<file path="src/hdl/rsps_pkg.sv">
package rsps_pkg;
   // ********************
   // timing
   // ********************
   localparam int unsigned CLK_HZ        = 100_000_000;
   localparam int unsigned INIT_MAX_S    = 15;
   localparam int unsigned INIT_CYC      = INIT_MAX_S * CLK_HZ;
   localparam int unsigned BLINK_HALF_MS = 250;
   localparam int unsigned BLINK_CYC     = BLINK_HALF_MS * (CLK_HZ / 1000);

   // ********************
   // switch codes and network defaults
   // ********************
   localparam logic [3:0]  DIGIT_MAX  = 4'h9;
   localparam logic [3:0]  FACT_H     = 4'h9;
   localparam logic [3:0]  FACT_T     = 4'h7;
   localparam logic [3:0]  FACT_O     = 4'h9;
   localparam logic [3:0]  PROTO_OWN  = 4'h6;
   localparam logic [3:0]  PROTO_RSV  = 4'h9;
   localparam logic [7:0]  DEC_BASE   = 8'h0A;
   localparam logic [7:0]  OCT_MIN    = 8'h01;
   localparam logic [23:0] DEF_PREFIX = 24'hC0A803;
   localparam logic [31:0] DEF_MASK   = 32'hFFFFFF00;
   localparam logic [31:0] DEF_GW     = 32'hC0A80364;
   localparam logic        MODE_STAT  = 1'b0;

   // ********************
   // register map (byte addresses)
   // ********************
   localparam logic [7:0] REG_CTRL    = 8'h00;
   localparam logic [7:0] REG_STAT    = 8'h04;
   localparam logic [7:0] REG_IP      = 8'h08;
   localparam logic [7:0] REG_MASK    = 8'h0C;
   localparam logic [7:0] REG_GW      = 8'h10;
   localparam logic [7:0] REG_IRQ_ST  = 8'h14;
   localparam logic [7:0] REG_IRQ_MSK = 8'h18;
   localparam int CTRL_RESTART = 0;
   localparam int IRQ_READY    = 0;
   localparam int IRQ_INVALID  = 1;
   localparam int IRQ_FACT     = 2;
   localparam int IRQ_STORED   = 3;
   localparam int IRQ_W        = 4;

   // ********************
   // types
   // ********************
   typedef struct packed {
      logic [3:0] hundreds_switch;
      logic [3:0] tens_switch;
      logic [3:0] ones_switch;
   } rsps_sw_t;

   typedef struct packed {
      logic        mode;
      logic [31:0] ip;
      logic [31:0] mask;
      logic [31:0] gw;
   } rsps_net_t;

   typedef enum logic [2:0] {
      ST_SAMPLE = 3'b000,
      ST_DECIDE = 3'b001,
      ST_INIT   = 3'b011,
      ST_RUN    = 3'b010,
      ST_FACT   = 3'b110,
      ST_HALT   = 3'b111
   } rsps_state_t;
endpackage

</file>
<file path="src/hdl/rsps_top.sv">
// The register addresses and the APB register port were left to the implementer.
`timescale 1ns/10ps
// ********************
// start-up switch decode, protocol latch and factory reset
// ********************
module rsps_top #(
   parameter int unsigned INIT_CYCLES = rsps_pkg::INIT_CYC,
   parameter int unsigned BLINK_HALF  = rsps_pkg::BLINK_CYC
) (
   // clock and reset
   input  wire logic               pclk,
   input  wire logic               presetn,
   // apb slave
   input  wire logic               psel,
   input  wire logic               penable,
   input  wire logic               pwrite,
   input  wire logic [7:0]         paddr,
   input  wire logic [31:0]        pwdata,
   output logic [31:0]             prdata,
   output logic                    pready,
   output logic                    pslverr,
   output logic                    irq,
   // rotary switches
   input  wire rsps_pkg::rsps_sw_t switches,
   // non-volatile parameter store
   input  wire logic               nv_saved,
   input  wire rsps_pkg::rsps_net_t nv_net,
   input  wire logic               nv_proto_valid,
   input  wire logic [3:0]         nv_proto,
   input  wire logic               nv_done,
   output logic                    nv_wr_proto,
   output logic [3:0]              nv_wr_proto_val,
   output logic                    nv_factory,
   // protocol stack
   input  wire logic               cyclic_start,
   input  wire logic               proto_init_done,
   output logic                    proto_init,
   output logic [3:0]              proto_sel,
   output rsps_pkg::rsps_net_t     net_cfg,
   output logic                    net_en,
   // indicators
   input  wire logic               supply_ok,
   output logic                    run_indicator,
   output logic                    system_supply_indicator_red,
   output logic                    system_supply_indicator_green
);
   if (INIT_CYCLES < 1) $error("rsps_top: INIT_CYCLES must be >= 1");

   // ********************
   // state
   // ********************
   rsps_pkg::rsps_state_t st_q, st_d;
   rsps_pkg::rsps_sw_t    sw_q, sw_d;
   rsps_pkg::rsps_net_t   nvn_q, nvn_d, net_q, net_d;
   logic       nvs_q, nvs_d, pv_q, pv_d;
   logic [3:0] nvp_q, nvp_d, proto_q, proto_d;
   logic       bad_q, bad_d, stored_q, stored_d, busy_q, busy_d;
   logic       wrp_q, wrp_d, fac_q, fac_d, pin_q, pin_d;
   logic [31:0] cnt_q, cnt_d;
   logic       runl_q, runl_d, red_q, red_d, grn_q, grn_d;
   logic       blink, blink_run;
   logic [rsps_pkg::IRQ_W-1:0] ev, ist_q, ist_d, imsk_q, imsk_d;
   logic       wr_acc, restart;
   logic [31:0] rd_d, prdata_q;
   logic       rdy_q, rdy_d, err_q, err_d, hit;

   // ********************
   // switch decode
   // ********************
   logic       digits_ok, is_fact, dec_ok;
   logic [7:0] octet;
   logic [3:0] dec_proto;
   rsps_pkg::rsps_net_t base, dec_net;

   // decode works only on the copies taken at start-up
   always_comb begin
      digits_ok = (sw_q.hundreds_switch <= rsps_pkg::DIGIT_MAX) &&
                  (sw_q.tens_switch <= rsps_pkg::DIGIT_MAX) &&
                  (sw_q.ones_switch <= rsps_pkg::DIGIT_MAX);
      is_fact   = (sw_q.hundreds_switch == rsps_pkg::FACT_H) &&
                  (sw_q.tens_switch == rsps_pkg::FACT_T) &&
                  (sw_q.ones_switch == rsps_pkg::FACT_O);
      // tens and ones form one decimal octet, above 99 only for digits that digits_ok rejects
      octet     = 8'({4'h0, sw_q.tens_switch} * rsps_pkg::DEC_BASE) +
                  {4'h0, sw_q.ones_switch};
      // a stored protocol overrides the switch
      dec_proto = pv_q ? nvp_q : sw_q.hundreds_switch;
      // saved parameters if present, otherwise the defaults
      if (nvs_q) begin
         base = nvn_q;
      end else begin
         base.mode = rsps_pkg::MODE_STAT;
         base.ip   = {rsps_pkg::DEF_PREFIX, 8'h00};
         base.mask = rsps_pkg::DEF_MASK;
         base.gw   = rsps_pkg::DEF_GW;
      end
      dec_net = base;
      dec_ok  = digits_ok && (dec_proto != rsps_pkg::PROTO_RSV);
      if (dec_proto == rsps_pkg::PROTO_OWN) begin
         if (octet >= rsps_pkg::OCT_MIN) begin
            dec_net.ip[7:0] = octet;
         end else if (!nvs_q) begin
            dec_ok = 1'b0;
         end
         // 600 with saved parameters keeps them whole
      end
   end

   // ********************
   // sequencer
   // ********************
   // one pass per start-up; only a restart goes back to sampling
   always_comb begin
      st_d     = st_q;
      sw_d     = sw_q;
      nvn_d    = nvn_q;
      nvs_d    = nvs_q;
      pv_d     = pv_q;
      nvp_d    = nvp_q;
      net_d    = net_q;
      proto_d  = proto_q;
      bad_d    = bad_q;
      stored_d = stored_q;
      busy_d   = busy_q;
      cnt_d    = cnt_q;
      wrp_d    = 1'b0;
      fac_d    = 1'b0;
      pin_d    = 1'b0;
      ev       = '0;
      case (st_q)
         rsps_pkg::ST_SAMPLE: begin
            // one-cycle capture of switches and store
            sw_d     = switches;
            nvn_d    = nv_net;
            nvs_d    = nv_saved;
            pv_d     = nv_proto_valid;
            nvp_d    = nv_proto;
            stored_d = nv_proto_valid;
            bad_d    = 1'b0;
            busy_d   = 1'b0;
            st_d     = rsps_pkg::ST_DECIDE;
         end
         rsps_pkg::ST_DECIDE: begin
            if (is_fact) begin
               fac_d = 1'b1;
               st_d  = rsps_pkg::ST_FACT;
            end else if (!dec_ok) begin
               bad_d = 1'b1;
               ev[rsps_pkg::IRQ_INVALID] = 1'b1;
               st_d  = rsps_pkg::ST_HALT;
            end else begin
               net_d   = dec_net;
               proto_d = dec_proto;
               pin_d   = 1'b1;
               cnt_d   = '0;
               st_d    = rsps_pkg::ST_INIT;
            end
         end
         rsps_pkg::ST_FACT: begin
            // network stays off here and in the halt that follows the store's confirm
            if (nv_done) begin
               stored_d = 1'b0;
               ev[rsps_pkg::IRQ_FACT] = 1'b1;
               st_d = rsps_pkg::ST_HALT;
            end
         end
         rsps_pkg::ST_INIT: begin
            // bounded wait for the stack to come up
            if (proto_init_done || cnt_q == 32'(INIT_CYCLES - 1)) begin
               ev[rsps_pkg::IRQ_READY] = 1'b1;
               st_d = rsps_pkg::ST_RUN;
            end else begin
               cnt_d = cnt_q + 32'h00000001;
            end
         end
         rsps_pkg::ST_RUN: begin
            // first cyclic exchange writes the protocol once
            if (cyclic_start && !stored_q && !busy_q) begin
               wrp_d  = 1'b1;
               busy_d = 1'b1;
            end
            if (busy_q && nv_done) begin
               busy_d   = 1'b0;
               stored_d = 1'b1;
               ev[rsps_pkg::IRQ_STORED] = 1'b1;
            end
         end
         rsps_pkg::ST_HALT: begin
            st_d = rsps_pkg::ST_HALT;
         end
         default: begin
            st_d = rsps_pkg::ST_SAMPLE;
         end
      endcase
      // switch changes matter only through this restart path
      if (restart) begin
         st_d = rsps_pkg::ST_SAMPLE;
      end
   end

   always_ff @(posedge pclk or negedge presetn) begin
      if (!presetn) begin
         st_q     <= rsps_pkg::ST_SAMPLE;
         sw_q     <= '0;
         nvn_q    <= '0;
         nvs_q    <= 1'b0;
         pv_q     <= 1'b0;
         nvp_q    <= '0;
         net_q    <= '0;
         proto_q  <= '0;
         bad_q    <= 1'b0;
         stored_q <= 1'b0;
         busy_q   <= 1'b0;
         cnt_q    <= '0;
         wrp_q    <= 1'b0;
         fac_q    <= 1'b0;
         pin_q    <= 1'b0;
      end else begin
         st_q     <= st_d;
         sw_q     <= sw_d;
         nvn_q    <= nvn_d;
         nvs_q    <= nvs_d;
         pv_q     <= pv_d;
         nvp_q    <= nvp_d;
         net_q    <= net_d;
         proto_q  <= proto_d;
         bad_q    <= bad_d;
         stored_q <= stored_d;
         busy_q   <= busy_d;
         cnt_q    <= cnt_d;
         wrp_q    <= wrp_d;
         fac_q    <= fac_d;
         pin_q    <= pin_d;
      end
   end

   // ********************
   // indicators
   // ********************
   // one blinker serves both lamps since their blink states never overlap
   assign blink_run = (st_q == rsps_pkg::ST_FACT) ||
                      (st_q == rsps_pkg::ST_HALT && bad_q);

   rsps_blink #(
      .HALF    (BLINK_HALF)
   ) u_blink (
      .pclk    (pclk),
      .presetn (presetn),
      .run     (blink_run),
      .blink   (blink)
   );

   always_comb begin
      runl_d = 1'b0;
      red_d  = ~supply_ok;
      grn_d  = supply_ok;
      case (st_q)
         rsps_pkg::ST_FACT: begin
            red_d = blink;
            grn_d = 1'b0;
         end
         rsps_pkg::ST_INIT: begin
            red_d = 1'b0;
            grn_d = 1'b0;
         end
         rsps_pkg::ST_RUN: begin
            runl_d = 1'b1;
         end
         rsps_pkg::ST_HALT: begin
            runl_d = bad_q & blink;
         end
         default: begin
            runl_d = 1'b0;
         end
      endcase
   end

   always_ff @(posedge pclk or negedge presetn) begin
      if (!presetn) begin
         runl_q <= 1'b0;
         red_q  <= 1'b0;
         grn_q  <= 1'b0;
      end else begin
         runl_q <= runl_d;
         red_q  <= red_d;
         grn_q  <= grn_d;
      end
   end

   // ********************
   // apb slave and interrupts
   // ********************
   assign wr_acc  = psel & penable & pready & pwrite;
   assign restart = wr_acc && paddr == rsps_pkg::REG_CTRL &&
                    pwdata[rsps_pkg::CTRL_RESTART];

   // read data is staged in the setup cycle: zero-wait access phase
   always_comb begin
      hit  = 1'b1;
      rd_d = '0;
      case (paddr)
         rsps_pkg::REG_CTRL:    rd_d = '0;
         rsps_pkg::REG_STAT:    rd_d = {19'h0, fac_q, proto_q, 1'b0,
                                        net_q.mode, net_en, stored_q,
                                        bad_q, st_q};
         rsps_pkg::REG_IP:      rd_d = net_q.ip;
         rsps_pkg::REG_MASK:    rd_d = net_q.mask;
         rsps_pkg::REG_GW:      rd_d = net_q.gw;
         rsps_pkg::REG_IRQ_ST:  rd_d = {28'h0, ist_q};
         rsps_pkg::REG_IRQ_MSK: rd_d = {28'h0, imsk_q};
         default:               hit  = 1'b0;
      endcase
      rdy_d  = psel & ~penable;
      err_d  = psel & ~penable & ~hit;
      imsk_d = imsk_q;
      if (wr_acc && paddr == rsps_pkg::REG_IRQ_MSK) begin
         imsk_d = pwdata[rsps_pkg::IRQ_W-1:0];
      end
      // a new event wins over a same-cycle write-one clear
      ist_d = ist_q | ev;
      if (wr_acc && paddr == rsps_pkg::REG_IRQ_ST) begin
         ist_d = (ist_q & ~pwdata[rsps_pkg::IRQ_W-1:0]) | ev;
      end
   end

   always_ff @(posedge pclk or negedge presetn) begin
      if (!presetn) begin
         prdata_q <= '0;
         rdy_q    <= 1'b0;
         err_q    <= 1'b0;
         ist_q    <= '0;
         imsk_q   <= '0;
      end else begin
         prdata_q <= (psel & ~penable) ? rd_d : prdata_q;
         rdy_q    <= rdy_d;
         err_q    <= err_d;
         ist_q    <= ist_d;
         imsk_q   <= imsk_d;
      end
   end

   // ********************
   // outputs
   // ********************
   assign prdata          = prdata_q;
   assign pready          = rdy_q;
   assign pslverr         = err_q;
   assign irq             = |(ist_q & imsk_q);
   assign nv_wr_proto     = wrp_q;
   assign nv_wr_proto_val = proto_q;
   assign nv_factory      = fac_q;
   assign proto_init      = pin_q;
   assign proto_sel       = proto_q;
   assign net_cfg         = net_q;
   // network off outside run, so also during factory reset
   assign net_en          = (st_q == rsps_pkg::ST_RUN);
   assign run_indicator   = runl_q;
   assign system_supply_indicator_red   = red_q;
   assign system_supply_indicator_green = grn_q;
endmodule

</file>
<file path="src/hdl/rsps_blink.sv">
`timescale 1ns/10ps
// ********************
// blink generator: square wave while run is high
// ********************
module rsps_blink #(
   parameter int unsigned HALF = rsps_pkg::BLINK_CYC
) (
   // clock and reset
   input  wire logic pclk,
   input  wire logic presetn,
   // control and wave
   input  wire logic run,
   output logic      blink
);
   if (HALF < 1) $error("rsps_blink: HALF must be at least one");

   logic [31:0] cnt_q, cnt_d;
   logic        lvl_q, lvl_d;

   // restart from dark each time run rises, so every blink looks alike
   always_comb begin
      cnt_d = cnt_q;
      lvl_d = lvl_q;
      if (!run) begin
         cnt_d = '0;
         lvl_d = 1'b0;
      end else if (cnt_q == 32'(HALF - 1)) begin
         cnt_d = '0;
         lvl_d = ~lvl_q;
      end else begin
         cnt_d = cnt_q + 32'h00000001;
      end
   end

   always_ff @(posedge pclk or negedge presetn) begin
      if (!presetn) begin
         cnt_q <= '0;
         lvl_q <= 1'b0;
      end else begin
         cnt_q <= cnt_d;
         lvl_q <= lvl_d;
      end
   end

   assign blink = lvl_q;
endmodule

</file>
<file path="config.mk">
export PLATFORM = sky130hd
export DESIGN_NAME = rsps_top
export DESIGN_NICKNAME = d
export VERILOG_FILES = /design/src/hdl/rsps_pkg.sv /design/src/hdl/rsps_top.sv /design/src/hdl/rsps_blink.sv
export SDC_FILE = /design/constraint.sdc
export NUM_CORES = 1
export LEC_CHECK = 0
export BUFFER_PORTS_ARGS = -buffer_cell sky130_fd_sc_hd__buf_4
export CORE_MARGIN = 2
export CORE_UTILIZATION = 45
export DETAILED_ROUTE_END_ITERATION = 7
export PLACE_DENSITY = 0.67
export SETUP_SLACK_MARGIN = 0.4
export SLEW_MARGIN = 10
export SYNTH_ARGS = -nofsm -noshare
export SYNTH_HDL_FRONTEND = slang
export SYNTH_HIERARCHICAL = 1
export SYNTH_SLANG_ARGS = --single-unit
</file>
<file path="constraint.sdc">
create_clock -name pclk -period 4.55 [get_ports pclk]
set_input_delay 0.6825 -clock pclk [delete_from_list [all_inputs] [get_ports pclk]]
set_output_delay 0.6825 -clock pclk [all_outputs]
set_load 0.005 [all_outputs]
</file>
==> Implementation_results.wiki <==
{| class="wikitable"
! Metric !! Value
|-
| Outcome || finished, final reports clean
|-
| GRT Total Usage || 0.231
|-
| Sequential cell fraction of total power || 0.475
|-
| Share of flip-flops with an asynchronous set or reset || 1.00
|-
| Leak Pwr || 8.77 nW
|-
| Setup repair bufs after CTS || 0
|-
| Number of clock buffers inserted by TritonCTS || 38
|-
| Share of total power consumed by net switching || 0.227
|-
| Largest area contributor in the netlist || dfrtp_1
|-
| Net count of the mapped netlist || 1549
|-
| Top library cells by usage in the layout, fill and taps aside || 334 x dfrtp_1, 297 x buf_4, 156 x mux2_2
|-
| Die Outline Area || 35900 sq um
|-
| Post-route clock skew || 0.0214 ns
|-
| Power density relative to cell area || 339 nW/um^2
|-
| Number of vias per cell || around 5.5
|-
| Min-delay worst type || in -> async
|-
| Nature of the critical path startpoint || register
|-
| Synthesized area per cell || 11.3 sq um
|-
| Total of cells resized after clock tree synthesis || 0
|-
| Hold_buf cts || 0
|-
| Non-filler cells, final || 2114
|-
| Insertion delay to the later sink of the worst-skew pair || around 0.54 ns
|-
| Number of synthesis warnings || 6
|-
| Number of flops mapped to enable cells by yosys || 0
|-
| CTS tree || built
|-
| Max-Cap Viols || 0
|-
| Routed WL || 41700 um
|-
| Largest net degree at the start of global routing || 115
|-
| Fraction of the cycle the final worst path needs || 0.806
|-
| Post-route cell area || 19300 sq um
|-
| Number of flip-flops and latches in the synthesized netlist || around 340
|-
| Starting density of the core || 0.459
|-
| Minimum clock period || 3.67 ns
|-
| Core Area || 33700 sq um
|-
| Critical path's slowest cell || fa_1
|-
| Post-route DRC || 0
|-
| Final setup viols || 0
|-
| Worst EP required || 5.00 ns
|-
| Number of top-level design ports || 311
|-
| Clock transition at the registers of the reported paths || 0.06 ns
|-
| Mapped Cells || 1374
|-
| DR WL/cell || 19.7 um
|-
| Portion of the post-synthesis area used by sequential elements || 0.542
|-
| Internal Power || about 5.1 mW
|-
| Placed cell area || 18000 sq um
|-
| Slew @ Worst Pin || 1.17 ns
|-
| Area share of the leading cell type in the synthesized netlist || 0.542
|-
| CTS H-tree lvls || 2
|-
| Biggest area contributors in the synthesized netlist || dfrtp_1 54%, mux2_2 11%, mux2i_1 4.3%, nand2_1 3.4%, nor2_1 2.1%
|-
| Chip Width || 189 um
|-
| Standard-cell row count || 67
|-
| Clock Sinks || approximately 340
|-
| Fmax || 273 MHz
|-
| Buffers from clock root to sink, at most || 3
|-
| Hold WS || ~0.20 ns
|-
| Global placer's final weighted congestion || 0.824
|-
| Clock root cell || clkbuf_16
|-
| Most common cell after layout, fill and taps aside || dfrtp_1
|-
| Final-layout fill cell count || around 2900
|-
| # placed instances || 2043
|-
| Layout overhead on the synthesized area || 24.6%
|-
| Post-route worst setup slack || just under 0.9 ns
|-
| Unrepaired setup endpoints after global routing || no
|-
| Clock power frac || 0.466
|-
| Number of violations reported at the end of detailed-routing iteration 0 || about 950
|-
| Maximum fanout encountered on the critical timing path || 36
|-
| Number of buffer and inverter stages on the critical path || 2
|-
| Number of input and output port buffers inserted || 282
|-
| CP Cell Sequence || ha_1 > ha_1 > fa_1 > nand2_1 > a21oi_2 > a211oi_1 > o2111ai_2 > o2111a_4 > buf_12 > buf_4 > mux2i_1
|-
| Layout cell share with drive strength beyond 1 || 0.324
|-
| Slew Limit Fails || 0
|-
| Hold violation total from the final report || 0
|-
| IR Drop Worst-Case VDD || ~0.3 mV
|-
| Relative slew slack || 0.221
|-
| Most common cell type on the critical path || ha_1
|-
| Primary flip-flop cell chosen by synthesis mapping || dfrtp_1
|-
| Sw power || 1.48 mW
|-
| # nets final || 1810
|-
| Wire length of the first global-routing pass || 65600 um
|-
| Pre-CTS setup slack || approximately 0.95 ns
|-
| Max stage delay on crit path || 0.53 ns
|-
| Worst endpoint data arrival time || approximately 4 ns
|-
| Number of antenna violations at the first check in global routing || 1
|-
| CP delay by family, top || compound AO/OA/AOI/OAI gates
|-
| Post-Synthesis Cell Area || 15500 sq um
|-
| Type of the worst setup path || reg -> reg
|-
| Vias post-DR || 11713
|-
| Number of global-route vias before repair || 11766
|-
| Die Span Y || 189 um
|-
| Aggregate negative setup slack || 0 ns
|-
| Gr ovfl total || 0
|-
| Critical Path Sink Type || register
|-
| Combinational group share of total power || 0.059
|-
| Distinct cell type count after synthesis || 71
|-
| Number of detailed-route iterations in the first pass || 6
|-
| Hpwl dp || 28200 um
|-
| Remaining number of nets flagged by the antenna check after routing || 0
|}
==> state kept, by name, indices dropped and copies added, names as in the netlist, 3 cells and up <==
name	cells
u_blink/cnt_q	32
nvp_q	4
nv_wr_proto_val	4
imsk_q	4
ist_q	4
nvn_q	97
cnt_q	32
prdata	32
sw_q	12
st_q	3
net_cfg	97
==> through the flow <==
step                 util  total power [mW]
floorplan               -              3.32
global placement    0.535              3.53
detailed placement  0.535              3.55
CTS                 0.572              6.60
global route        0.572              6.76
finish              0.572              6.53
==> cell type report <==
class                   instances  area, sq um  share of cell area
diodes                          2         5.00            0.000260
clock buffers                  59         1120              0.0581
clock inverters                10          119             0.00617
inverters                      65          244              0.0127
multi-input cells             892         6490               0.337
flip-flops and latches        335         8390               0.435
well taps                     448          561              0.0291
repair buffers                303         2340               0.122
==> power by group through the flow <==
| stage | Sequential, mW | Combinational, mW | Clock (mW) |
|---|---|---|---|
| after floorplan | 3.13 | 0.189 | 0 |
| final | 3.10 | 0.387 | 3.05 |
| after global placement | 3.15 | 0.385 | 0 |
| after detailed placement | 3.15 | 0.393 | 0 |
| after global routing | 3.11 | 0.435 | 3.22 |
| after CTS | 3.10 | 0.394 | 3.10 |
==> cells in the mapped netlist (all sizes together), types with 4 or more instances <==
| library cell | number |
|---|---|
| mux2 | 167 |
| a221oi | 8 |
| nand2b | 44 |
| clkbuf | 51 |
| o31ai | 11 |
| and4 | 8 |
| mux2i | 66 |
| a222oi | 21 |
| a31oi | 5 |
| and3 | 13 |
| nor2 | 88 |
| xnor2 | 17 |
| ha | 9 |
| o21ai | 55 |
| nand2 | 141 |
| a22o | 4 |
| nor3 | 12 |
| or3 | 8 |
| xor2 | 32 |
| buf | 31 |
| nor4 | 11 |
| dfrtp | 335 |
| or4 | 16 |
| and2 | 6 |
| nand3 | 30 |
| o22ai | 5 |
| inv | 64 |
| a32o | 5 |
| a21oi | 34 |
| nand4 | 36 |
==> kinds of logic after synthesis <==
logic type                 count (synthesis)  share of synthesized area
DFF                                      335                      0.542
muxes                                    233                      0.164
and+or+nand+nor                          426                      0.139
AOI/OAI and AO/OA                        173                     0.0765
buffers and inverters                    147                     0.0409
adders and majority gates                 11                    0.00987
xor gates and xnor gates                  49                     0.0282
==> path summary, 6_finish.rpt <==
check	depth (start not counted)	to	slack, ns	start
worst max register to register	11	net_cfg[3]$_DFFE_PN0P_	0.88	sw_q[7]$_DFFE_PN0P_
worst min-delay path	1	net_cfg[80]$_DFFE_PN0P_	0.20	presetn
max in group asynchronous	2	net_cfg[29]$_DFFE_PN0P_	3.28	presetn
min in group pclk	3	sw_q[11]$_DFFE_PN0P_	0.35	switches[11]
worst max-delay path	11	net_cfg[3]$_DFFE_PN0P_	0.88	sw_q[7]$_DFFE_PN0P_
worst min register to register	2	prdata[23]$_DFFE_PN0P_	0.48	prdata[23]$_DFFE_PN0P_
==> per-layer routing <==
metal	global-route usage	wire length [um]	share of wire	vias up
li1	-	-	-	5370
met1	0.299	17500	0.42	5909
met2	0.374	19800	0.48	356
met3	0.0649	3090	0.074	78
met4	0.0811	1340	0.032	0
met5	0	0	0	-
Power figures use the tool's default switching activity.
